### src/logic/rlhm_consts.svh
// register offsets, field positions, reset values and timing counts of the rx link health monitor
// assumes inclusion by the package and the testbench files
`ifndef RLHM_CONSTS_SVH
`define RLHM_CONSTS_SVH
`define RLHM_LANES 4
`define RLHM_ADDR_W 12
`define RLHM_OFF_LINK_FAULT 12'h308
`define RLHM_OFF_CLK_LOCK 12'h321
`define RLHM_OFF_FRM_FLAGS 12'h323
`define RLHM_OFF_FRM_CLEAR 12'h324
`define RLHM_OFF_FULLY_ALIGNED 12'h326
`define RLHM_OFF_FIFO_SEL 12'h330
`define RLHM_OFF_FIFO_FLAGS 12'h331
`define RLHM_OFF_LINK_CFG 12'h332
`define RLHM_OFF_ERR_COUNTS 12'h333
`define RLHM_OFF_IRQ_STATUS 12'h340
`define RLHM_OFF_IRQ_MASK 12'h341
`define RLHM_BIT_LOCAL_FAULT 0
`define RLHM_BIT_FULLY_ALIGNED 0
`define RLHM_BIT_CFG_FAULT_GEN 0
`define RLHM_BIT_CLR 0
`define RLHM_IRQ_FRAME_ERROR_FLAGS 0
`define RLHM_IRQ_ALIGN_LOST 1
`define RLHM_IRQ_LOCAL_FAULT 2
`define RLHM_IRQ_FCS_ERR 3
`define RLHM_IRQ_DEC_ERR 4
`define RLHM_IRQ_W 5
`define RLHM_RST_CFG 32'h0000_0001
`define RLHM_RST_SEL 2'h0
`define RLHM_RST_MASK 5'h00
`define RLHM_RST_PULSE_NS 80
`define RLHM_CLK_NS 10
`define RLHM_RST_PULSE_CYC ((`RLHM_RST_PULSE_NS + `RLHM_CLK_NS - 1) / `RLHM_CLK_NS)
`endif

### src/logic/rlhm_pkg.sv
// types shared by the rx link health monitor modules
// assumes the constants header sits beside it
`include "rlhm_consts.svh"
package rlhm_pkg;
  // one lane's receive status as delivered by the pcs
  typedef struct packed {
    logic word_lock;
    logic clk_lock;
    logic am_lock;
  } rlhm_lane_t;
  // pma fifo flags of one direction
  typedef struct packed {
    logic full;
    logic empty;
  } rlhm_fifo_t;
  // per-frame error strobes from the mac checker
  typedef struct packed {
    logic fcs_err;
    logic dec_err;
  } rlhm_pkt_err_t;
  typedef enum logic [1:0] {
    RLHM_RX_IDLE = 2'b00,
    RLHM_RX_UP = 2'b01,
    RLHM_RX_LOST = 2'b10
  } rlhm_rx_state_t;
endpackage

### src/logic/rlhm_reset_pulse.sv
// stretches a one-cycle trigger into a fixed-length reset request
// assumes trigger is synchronous to clk_sys
`timescale 1ns/10ps
module rlhm_reset_pulse
  import rlhm_pkg::*;
(
  // clock and reset
  input wire logic clk_sys,
  input wire logic sys_rst,
  // trigger and request
  input wire logic trigger,
  output logic request
);
  logic [7:0] count;
  logic [7:0] next_count;
  // retrigger restarts the full length so a flapping link never gets a short reset
  assign next_count = trigger ? 8'(`RLHM_RST_PULSE_CYC) : ((count != 8'h00) ? count - 8'h01 : 8'h00);
  always_ff @(posedge clk_sys)
  begin
    if (sys_rst)
      count <= 8'h00;
    else
      count <= next_count;
  end
  assign request = (count != 8'h00);
endmodule // rlhm_reset_pulse

### src/logic/rlhm_sticky.sv
// bank of sticky flags, set by hardware, cleared in a cycle where clr is high and set is low
// assumes set and clear are single-cycle, synchronous to clk_sys
`timescale 1ns/10ps
module rlhm_sticky
  import rlhm_pkg::*;
#(
  parameter int W = 4
)
(
  // clock and reset
  input wire logic clk_sys,
  input wire logic sys_rst,
  // set and clear
  input wire logic [W-1:0] set,
  input wire logic [W-1:0] clr,
  output logic [W-1:0] flags
);
  logic [W-1:0] next_flags;
  // set beats clear so an event in the clearing cycle is not lost
  assign next_flags = (flags & ~clr) | set;
  always_ff @(posedge clk_sys)
  begin
    if (sys_rst)
      flags <= '0;
    else
      flags <= next_flags;
  end
endmodule // rlhm_sticky

### src/logic/rlhm_monitor.sv
// rx link health monitor: status registers, loss-of-signal reaction, interrupt
// assumes all lane and error inputs are synchronous to clk_sys
//
// Summary of operation
// [RULE1] writing one then zero clears frame flags
// [RULE2] frame flags zero means every lane locked
// [RULE3] per-lane recovered clock lock readable
// [RULE4] fifo flags read through select register
// [RULE5] signal loss never touches transmit side
// [RULE6] alignment lock loss drops alignment ready
// [RULE7] fully aligned bit follows alignment ready
// [RULE8] fault generation on: local fault on loss
// [RULE9] link fault bit tracks local fault
// [RULE10] signal loss starts rx soft reset request
// [RULE11] packet errors counted fcs, control as decode
// [RULE12] lane order follows transmitter lane tags
// [RULE13] frame flags sticky until clear sequence
//
// Design decision made here: the plain strobed port.
`timescale 1ns/10ps
module rlhm_monitor
  import rlhm_pkg::*;
(
  // clock and reset
  input wire logic clk_sys,
  input wire logic sys_rst,
  // register port
  input wire logic [`RLHM_ADDR_W-1:0] reg_addr,
  input wire logic [31:0] reg_wdata,
  input wire logic reg_wr,
  input wire logic reg_rd,
  output logic [31:0] reg_rdata,
  // receive lane status
  input wire rlhm_lane_t [`RLHM_LANES-1:0] lane_status,
  input wire logic rx_signal_present,
  // virtual lane tags seen on each physical lane
  input wire logic [`RLHM_LANES-1:0][1:0] lane_tag,
  input wire logic [`RLHM_LANES-1:0][7:0] lane_data,
  // pma fifo flags
  input wire rlhm_fifo_t tx_fifo,
  input wire rlhm_fifo_t rx_fifo,
  // packet error strobes
  input wire rlhm_pkt_err_t pkt_err,
  input wire logic pkt_in_data,
  // transmit path passes through untouched
  input wire logic tx_enable_in,
  output logic tx_enable_out,
  // status outputs
  output logic rx_align_ready,
  output logic local_fault,
  output logic rx_soft_reset_req,
  output logic [`RLHM_LANES-1:0][7:0] reordered_data,
  output logic fcs_error,
  output logic decode_error,
  output logic irq
);
  // register storage
  logic [31:0] cfg;
  logic [1:0] fifo_sel;
  logic frm_clear;
  logic [`RLHM_IRQ_W-1:0] irq_mask;
  logic [15:0] fcs_count;
  logic [15:0] dec_count;
  rlhm_rx_state_t rx_state;
  rlhm_rx_state_t next_rx_state;

  // write decode
  wire wr_cfg = reg_wr && (reg_addr == `RLHM_OFF_LINK_CFG);
  wire wr_sel = reg_wr && (reg_addr == `RLHM_OFF_FIFO_SEL);
  wire wr_clr = reg_wr && (reg_addr == `RLHM_OFF_FRM_CLEAR);
  wire wr_mask = reg_wr && (reg_addr == `RLHM_OFF_IRQ_MASK);
  wire wr_irq = reg_wr && (reg_addr == `RLHM_OFF_IRQ_STATUS);
  wire wr_cnt = reg_wr && (reg_addr == `RLHM_OFF_ERR_COUNTS);

  // lane aggregates
  function automatic logic all_set(input logic [`RLHM_LANES-1:0] v);
    all_set = &v;
  endfunction
  logic [`RLHM_LANES-1:0] word_lock_v;
  logic [`RLHM_LANES-1:0] clk_lock_v;
  logic [`RLHM_LANES-1:0] am_lock_v;
  always_comb
  begin
    for (int i = 0; i < `RLHM_LANES; i++)
    begin
      word_lock_v[i] = lane_status[i].word_lock;
      clk_lock_v[i] = lane_status[i].clk_lock;
      am_lock_v[i] = lane_status[i].am_lock;
    end
  end
  wire aligned_now = all_set(am_lock_v) && rx_signal_present;

  // clear sequence: one written, then zero written; clear fires on the zero
  wire clear_fire = wr_clr && frm_clear && !reg_wdata[`RLHM_BIT_CLR]; // see [RULE1]
  always_ff @(posedge clk_sys)
  begin
    if (sys_rst)
      frm_clear <= 1'b0;
    else if (wr_clr)
      frm_clear <= reg_wdata[`RLHM_BIT_CLR];
  end

  // a lane without word lock flags an error; held until the clear sequence
  logic [`RLHM_LANES-1:0] frm_flags;
  rlhm_sticky #(.W(`RLHM_LANES)) u_frm_flags (
    .clk_sys(clk_sys),
    .sys_rst(sys_rst),
    .set(~word_lock_v), // see [RULE2]
    .clr(clear_fire ? {`RLHM_LANES{1'b1}} : {`RLHM_LANES{1'b0}}), // see [RULE13]
    .flags(frm_flags)
  );

  // loss-of-signal state: only tracks rx; transmit enable is a plain pass-through
  always_comb
  begin
    next_rx_state = rx_state;
    unique case (rx_state)
      RLHM_RX_IDLE: if (aligned_now) next_rx_state = RLHM_RX_UP;
      RLHM_RX_UP: if (!aligned_now) next_rx_state = RLHM_RX_LOST;
      RLHM_RX_LOST: if (aligned_now) next_rx_state = RLHM_RX_UP;
      default: next_rx_state = RLHM_RX_IDLE;
    endcase
  end
  always_ff @(posedge clk_sys)
  begin
    if (sys_rst)
      rx_state <= RLHM_RX_IDLE;
    else
      rx_state <= next_rx_state;
  end
  wire loss_event = (rx_state == RLHM_RX_UP) && !aligned_now;
  assign tx_enable_out = tx_enable_in; // see [RULE5]

  // alignment ready and local fault come from flops; status bits read these same flops
  always_ff @(posedge clk_sys)
  begin
    if (sys_rst)
    begin
      rx_align_ready <= 1'b0;
      local_fault <= 1'b0;
    end
    else
    begin
      rx_align_ready <= aligned_now; // see [RULE6]
      local_fault <= cfg[`RLHM_BIT_CFG_FAULT_GEN] && (next_rx_state == RLHM_RX_LOST); // see [RULE8]
    end
  end

  rlhm_reset_pulse u_rx_reset (
    .clk_sys(clk_sys),
    .sys_rst(sys_rst),
    .trigger(loss_event), // see [RULE10]
    .request(rx_soft_reset_req)
  );

  // reorder: each physical lane carries a tag naming its virtual lane position
  always_ff @(posedge clk_sys)
  begin
    if (sys_rst)
      reordered_data <= '0;
    else if (aligned_now)
      for (int i = 0; i < `RLHM_LANES; i++)
        reordered_data[lane_tag[i]] <= lane_data[i]; // see [RULE12]
  end

  // error classification: fcs errors inside packets are fcs; fcs errors outside and all decode strobes are decode
  always_ff @(posedge clk_sys)
  begin
    if (sys_rst)
    begin
      fcs_error <= 1'b0;
      decode_error <= 1'b0;
    end
    else
    begin
      fcs_error <= pkt_err.fcs_err && pkt_in_data; // see [RULE11]
      decode_error <= pkt_err.dec_err || (pkt_err.fcs_err && !pkt_in_data); // see [RULE11]
    end
  end
  // counters saturate rather than wrap, so a long soak never reads falsely clean
  always_ff @(posedge clk_sys)
  begin
    if (sys_rst || wr_cnt)
    begin
      fcs_count <= 16'h0000;
      dec_count <= 16'h0000;
    end
    else
    begin
      if (fcs_error && fcs_count != 16'hffff)
        fcs_count <= fcs_count + 16'h0001;
      if (decode_error && dec_count != 16'hffff)
        dec_count <= dec_count + 16'h0001;
    end
  end

  // software controls
  always_ff @(posedge clk_sys)
  begin
    if (sys_rst)
    begin
      cfg <= `RLHM_RST_CFG;
      fifo_sel <= `RLHM_RST_SEL;
      irq_mask <= `RLHM_RST_MASK;
    end
    else
    begin
      if (wr_cfg)
        cfg <= reg_wdata;
      if (wr_sel)
        fifo_sel <= reg_wdata[1:0];
      if (wr_mask)
        irq_mask <= reg_wdata[`RLHM_IRQ_W-1:0];
    end
  end

  // fifo flag readout chosen by select: 0 tx, 1 rx, 2 both
  logic [3:0] fifo_view;
  assign fifo_view = (fifo_sel == 2'h0) ? {2'h0, tx_fifo} :
                     (fifo_sel == 2'h1) ? {2'h0, rx_fifo} :
                     (fifo_sel == 2'h2) ? {rx_fifo, tx_fifo} : 4'h0; // see [RULE4]

  // interrupt status
  logic [`RLHM_IRQ_W-1:0] irq_set;
  logic [`RLHM_IRQ_W-1:0] irq_status;
  assign irq_set[`RLHM_IRQ_FRAME_ERROR_FLAGS] = |(~word_lock_v & ~frm_flags);
  assign irq_set[`RLHM_IRQ_ALIGN_LOST] = loss_event;
  assign irq_set[`RLHM_IRQ_LOCAL_FAULT] = local_fault == 1'b0 && cfg[`RLHM_BIT_CFG_FAULT_GEN] && loss_event;
  assign irq_set[`RLHM_IRQ_FCS_ERR] = fcs_error;
  assign irq_set[`RLHM_IRQ_DEC_ERR] = decode_error;
  rlhm_sticky #(.W(`RLHM_IRQ_W)) u_irq_status (
    .clk_sys(clk_sys),
    .sys_rst(sys_rst),
    .set(irq_set),
    .clr(wr_irq ? reg_wdata[`RLHM_IRQ_W-1:0] : {`RLHM_IRQ_W{1'b0}}),
    .flags(irq_status)
  );
  assign irq = |(irq_status & irq_mask);

  // read mux; unmapped addresses read zero
  logic [31:0] rd_mux;
  assign rd_mux =
    (reg_addr == `RLHM_OFF_LINK_FAULT) ? {31'h0, local_fault} : // see [RULE9]
    (reg_addr == `RLHM_OFF_CLK_LOCK) ? {{(32-`RLHM_LANES){1'b0}}, clk_lock_v} : // see [RULE3]
    (reg_addr == `RLHM_OFF_FRM_FLAGS) ? {{(32-`RLHM_LANES){1'b0}}, frm_flags} : // see [RULE2]
    (reg_addr == `RLHM_OFF_FRM_CLEAR) ? {31'h0, frm_clear} :
    (reg_addr == `RLHM_OFF_FULLY_ALIGNED) ? {31'h0, rx_align_ready} : // see [RULE7]
    (reg_addr == `RLHM_OFF_FIFO_SEL) ? {30'h0, fifo_sel} :
    (reg_addr == `RLHM_OFF_FIFO_FLAGS) ? {28'h0, fifo_view} :
    (reg_addr == `RLHM_OFF_LINK_CFG) ? cfg :
    (reg_addr == `RLHM_OFF_ERR_COUNTS) ? {dec_count, fcs_count} :
    (reg_addr == `RLHM_OFF_IRQ_STATUS) ? {27'h0, irq_status} :
    (reg_addr == `RLHM_OFF_IRQ_MASK) ? {27'h0, irq_mask} : 32'h0000_0000;
  always_ff @(posedge clk_sys)
  begin
    if (sys_rst)
      reg_rdata <= 32'h0000_0000;
    else if (reg_rd)
      reg_rdata <= rd_mux;
    else
      reg_rdata <= 32'h0000_0000;
  end
endmodule // rlhm_monitor

### config.mk
export PLATFORM = sky130hd
export DESIGN_NAME = rlhm_monitor
export DESIGN_NICKNAME = d
export VERILOG_FILES = /design/src/logic/rlhm_pkg.sv /design/src/logic/rlhm_reset_pulse.sv /design/src/logic/rlhm_sticky.sv /design/src/logic/rlhm_monitor.sv
export VERILOG_INCLUDE_DIRS = /design/src /design/src/logic
export SDC_FILE = /design/constraint.sdc
export NUM_CORES = 1
export LEC_CHECK = 0
export BUFFER_PORTS_ARGS = -buffer_cell sky130_fd_sc_hd__buf_2
export CELL_PAD_IN_SITES_DETAIL_PLACEMENT = 1
export CELL_PAD_IN_SITES_GLOBAL_PLACEMENT = 1
export CORE_MARGIN = 5
export CORE_UTILIZATION = 30
export DETAILED_ROUTE_END_ITERATION = 6
export GPL_TIMING_DRIVEN = 1
export PLACE_DENSITY = 0.6
export SETUP_SLACK_MARGIN = 0.15
export SYNTH_ARGS = -nofsm -noshare
export SYNTH_HDL_FRONTEND = slang
export SYNTH_HIERARCHICAL = 1
export SYNTH_SLANG_ARGS = --single-unit
### constraint.sdc
create_clock -name clk_sys -period 2.9 [get_ports clk_sys]
set_input_delay 0.435 -clock clk_sys [delete_from_list [all_inputs] [get_ports clk_sys]]
set_output_delay 0.435 -clock clk_sys [all_outputs]
set_load 0.02 [all_outputs]
==> out/metrics.yaml <==
outcome: "finished, final reports clean"
die_y_um: 169
path_buf_inv: 2
critPathTopFamily: "simple AND/OR/NAND/NOR gates"
crit_start: "u_rx_reset/count[4]"
place.gp.congestion: 0.843
crit_slowest_cell: "or4_4"
h-tree-depth: 4
via_per_inst: 5.14
initial_core_util_pct: 30.3
clk_latency_ps: 430
async_flop_share_pct: 0
grt_max_degree: 44
clock_tree.root_cell: "clkbuf_16"
cts_buffer_depth: 2
hold_buffers: 0
p_leak_nw: 3.67
cts.repair.resized: 0
yosysSeqAreaShare_pct: 42.0
grt_pass1_wl_um: 42500
crit_path_end_kind: "output port"
post_cts_buffers: 0
slowest_delay_ps: 580
yosysTopAreaCell: "dfxtp_1"
rsz0062_at_grt: "false"
grt_overflow: 0
synth_area_um2: 7570
hpwl_um: 20000
die_x_um: 169
path_clk_slew_ps: 80
critPathKind: "reg -> out"
clock-sinks: 159
ys_ff_latch: 159
cts_tree: "done"
crit_chain: "or4_4, nor3_1, inv_1, buf_2"
powerDensity_nw_per_um2: 566
crit_fanout: 6
grt_pass1_vias: 7689
worstHoldStart: "pkt_err[0]"
p_total_w: 0.00533
syn_inst: 963
critPathRequiredTime_ps: 2470
drtIter0Drc: 377
syn2layout_area_growth_pct: 24.4
io_buffers: 177
synth_edf_count: 0
core_area_um2: 25000
register_area_um2: 3180
synth_cell_types: 63
fmax_ghz: 0.433
fp-row-count: 58
setup_viol: 0
max_slew_margin_pct: 47.0
drive_gt1_share_pct: 21.7
startpoint_type: "register"
fin_tns_setup_ps: 0
wl_per_cell_um: 18.2
worstPathArrival_ps: 1880
cts_made_buffers: 17
post-route-period-util_pct: 79.7
ios: 180
hold_path_class: "in -> reg"
slew_viol_final: 0
skew_ps: 12.8
ant_nets: 0
max_cap_viol_count: 0
first_pass_iters: 5
finalCriticalPeriod_ps: 2310
grt_usage_pct: 18.5
die-area_um2: 28500
finalHoldViolCount: 0
syn_avg_cell_area_um2: 7.87
layout.nets: 1235
fillers: 3123
yosysTopAreaCellShare_pct: 42.0
wl_um: 26600
ir_drop_mv: 0.386
worst_pin_slew_ps: 792
synthFlopType: "dfxtp_1"
synthTopCellsByArea: "dfxtp_1 (42%), nor2_1 (8.2%), nand2_1 (5.5%), a21oi_1 (5.4%), nand3_1 (3.9%)"
diodes: 0
syn-num-nets: 1076
antenna_found_initial: 1
route.detailed.drc: 0
multi_input_comb_area_um2: 4030
vias: 7537
r2r-start: "dec_count[6]"
yosysWarnings: 6
-- layout make-up --
cell class,instances,area share (%)
clock buffers,17,4.51
multi-input cells,720,42.8
clock inverters,15,2.04
flip-flops and latches,159,33.8
well taps,330,4.38
repair buffers,200,11.5
inverters,24,0.956
-- worst min-delay path, cell delays in order --
cell and delay [ps]:
buf_2 80, a21oi_1 30, nor2_1 70
-- synth_stat cells (3+ instances only) --
master and number:
buf_2 20, a311oi_1 26, and2_1 9, nor2b_1 7, a221oi_1 12, nand4_1 10
nor2_1 165, nand3b_1 3, a31oi_2 3, inv_1 23, nand3_1 59, mux2i_1 13
o21ai_1 3, a22oi_1 30, xnor2_1 10, nand2_1 110, nand2b_1 19, buf_6 3
clkbuf_1 34, a211oi_1 36, o21ai_0 15, ha_1 4, xor2_1 15, o22ai_1 3
a21oi_1 82, nor3_1 32, dfxtp_1 159, and3_1 10, and4_1 3
-- sequential cells by signal, indices dropped and copies added, names as in the netlist, 2 cells and up --
| name | count |
|---|---|
| cfg | 32 |
| reg_rdata | 32 |
| reordered_data | 32 |
| dec_count | 16 |
| fcs_count | 16 |
| u_rx_reset/count | 8 |
| irq_mask | 5 |
| u_irq_status/flags | 5 |
| u_frm_flags/flags | 4 |
| fifo_sel | 2 |
| rx_state | 2 |
-- path summary, 6_finish.rpt --
| path | to | slack (ps) | cells after the start |
|---|---|---|---|
| max | rx_soft_reset_req | 590 | 4 |
| max reg2reg | dec_count[1] | 960 | 6 |
| min | decode_error | 210 | 3 |
| min reg2reg | cfg[17] | 450 | 2 |
-- logic make-up (layout without fill, tap and decap cells) --
family                   after synthesis  after routing  synth area share [%]
multiplexers                          14             14                  1.87
buffers and inverters                 84            256                  4.89
adder cells (fa/ha/maj)                4              4                 0.661
XOR/XNOR                              25             25                  2.89
AO/OA/AOI/OAI                        229            229                  20.4
flip-flops                           159            159                  42.0
AND/OR/NAND/NOR                      448            448                  27.3
-- cell usage in the layout, fill, tap and decap left out, drive strengths merged, types with 3 or more instances in the layout --
master and n:
a211oi 36, a21boi 3, a21oi 82, a221oi 12, a22oi 30, a311oi 26, a31oi 4, and2 9
and3 10, and4 3, buf 200, clkbuf 17, clkinv 5, dfxtp 159, ha 4, inv 31
mux2i 13, nand2 110, nand2b 19, nand3 59, nand3b 3, nand4 10, nor2 165, nor2b 7
nor3 33, nor4 3, nor4b 3, o21ai 18, o22ai 3, or3 3, or4 3, xnor2 10
xor2 15
-- metrics by stage --
| stage | cell area (µm²) | setup WS (ps) | std cells | hold slack [ps] | utilization, % |
|---|---|---|---|---|---|
| 2_1_floorplan | 7570 | 1100 | 963 | 429 | - |
| 3_5_place_dp | 8800 | 555 | 1433 | 448 | 35.2 |
| 5_1_grt | 9420 | 443 | 1465 | 224 | 37.6 |
| 3_3_place_gp | 8800 | 516 | 1433 | 441 | 35.2 |
| 4_1_cts | 9420 | 559 | 1465 | 204 | 37.6 |
| 6_report | 9420 | 590 | 1465 | 213 | 37.6 |
-- power by group --
part | switching (W) | internal [W] | leakage, nW
registers | 0.0000604 | 0.00225 | 1.29
logic | 0.000408 | 0.000273 | 2.09
clock network | 0.00110 | 0.00125 | 0.295
-- layer usage --
layer  track usage, %  share of wire (%)
met4             3.85               0.67
met2             30.7                 47
met3             3.90                4.3
met1             25.0                 48
met5                0              0.041
Power figures use the tool's default switching activity.
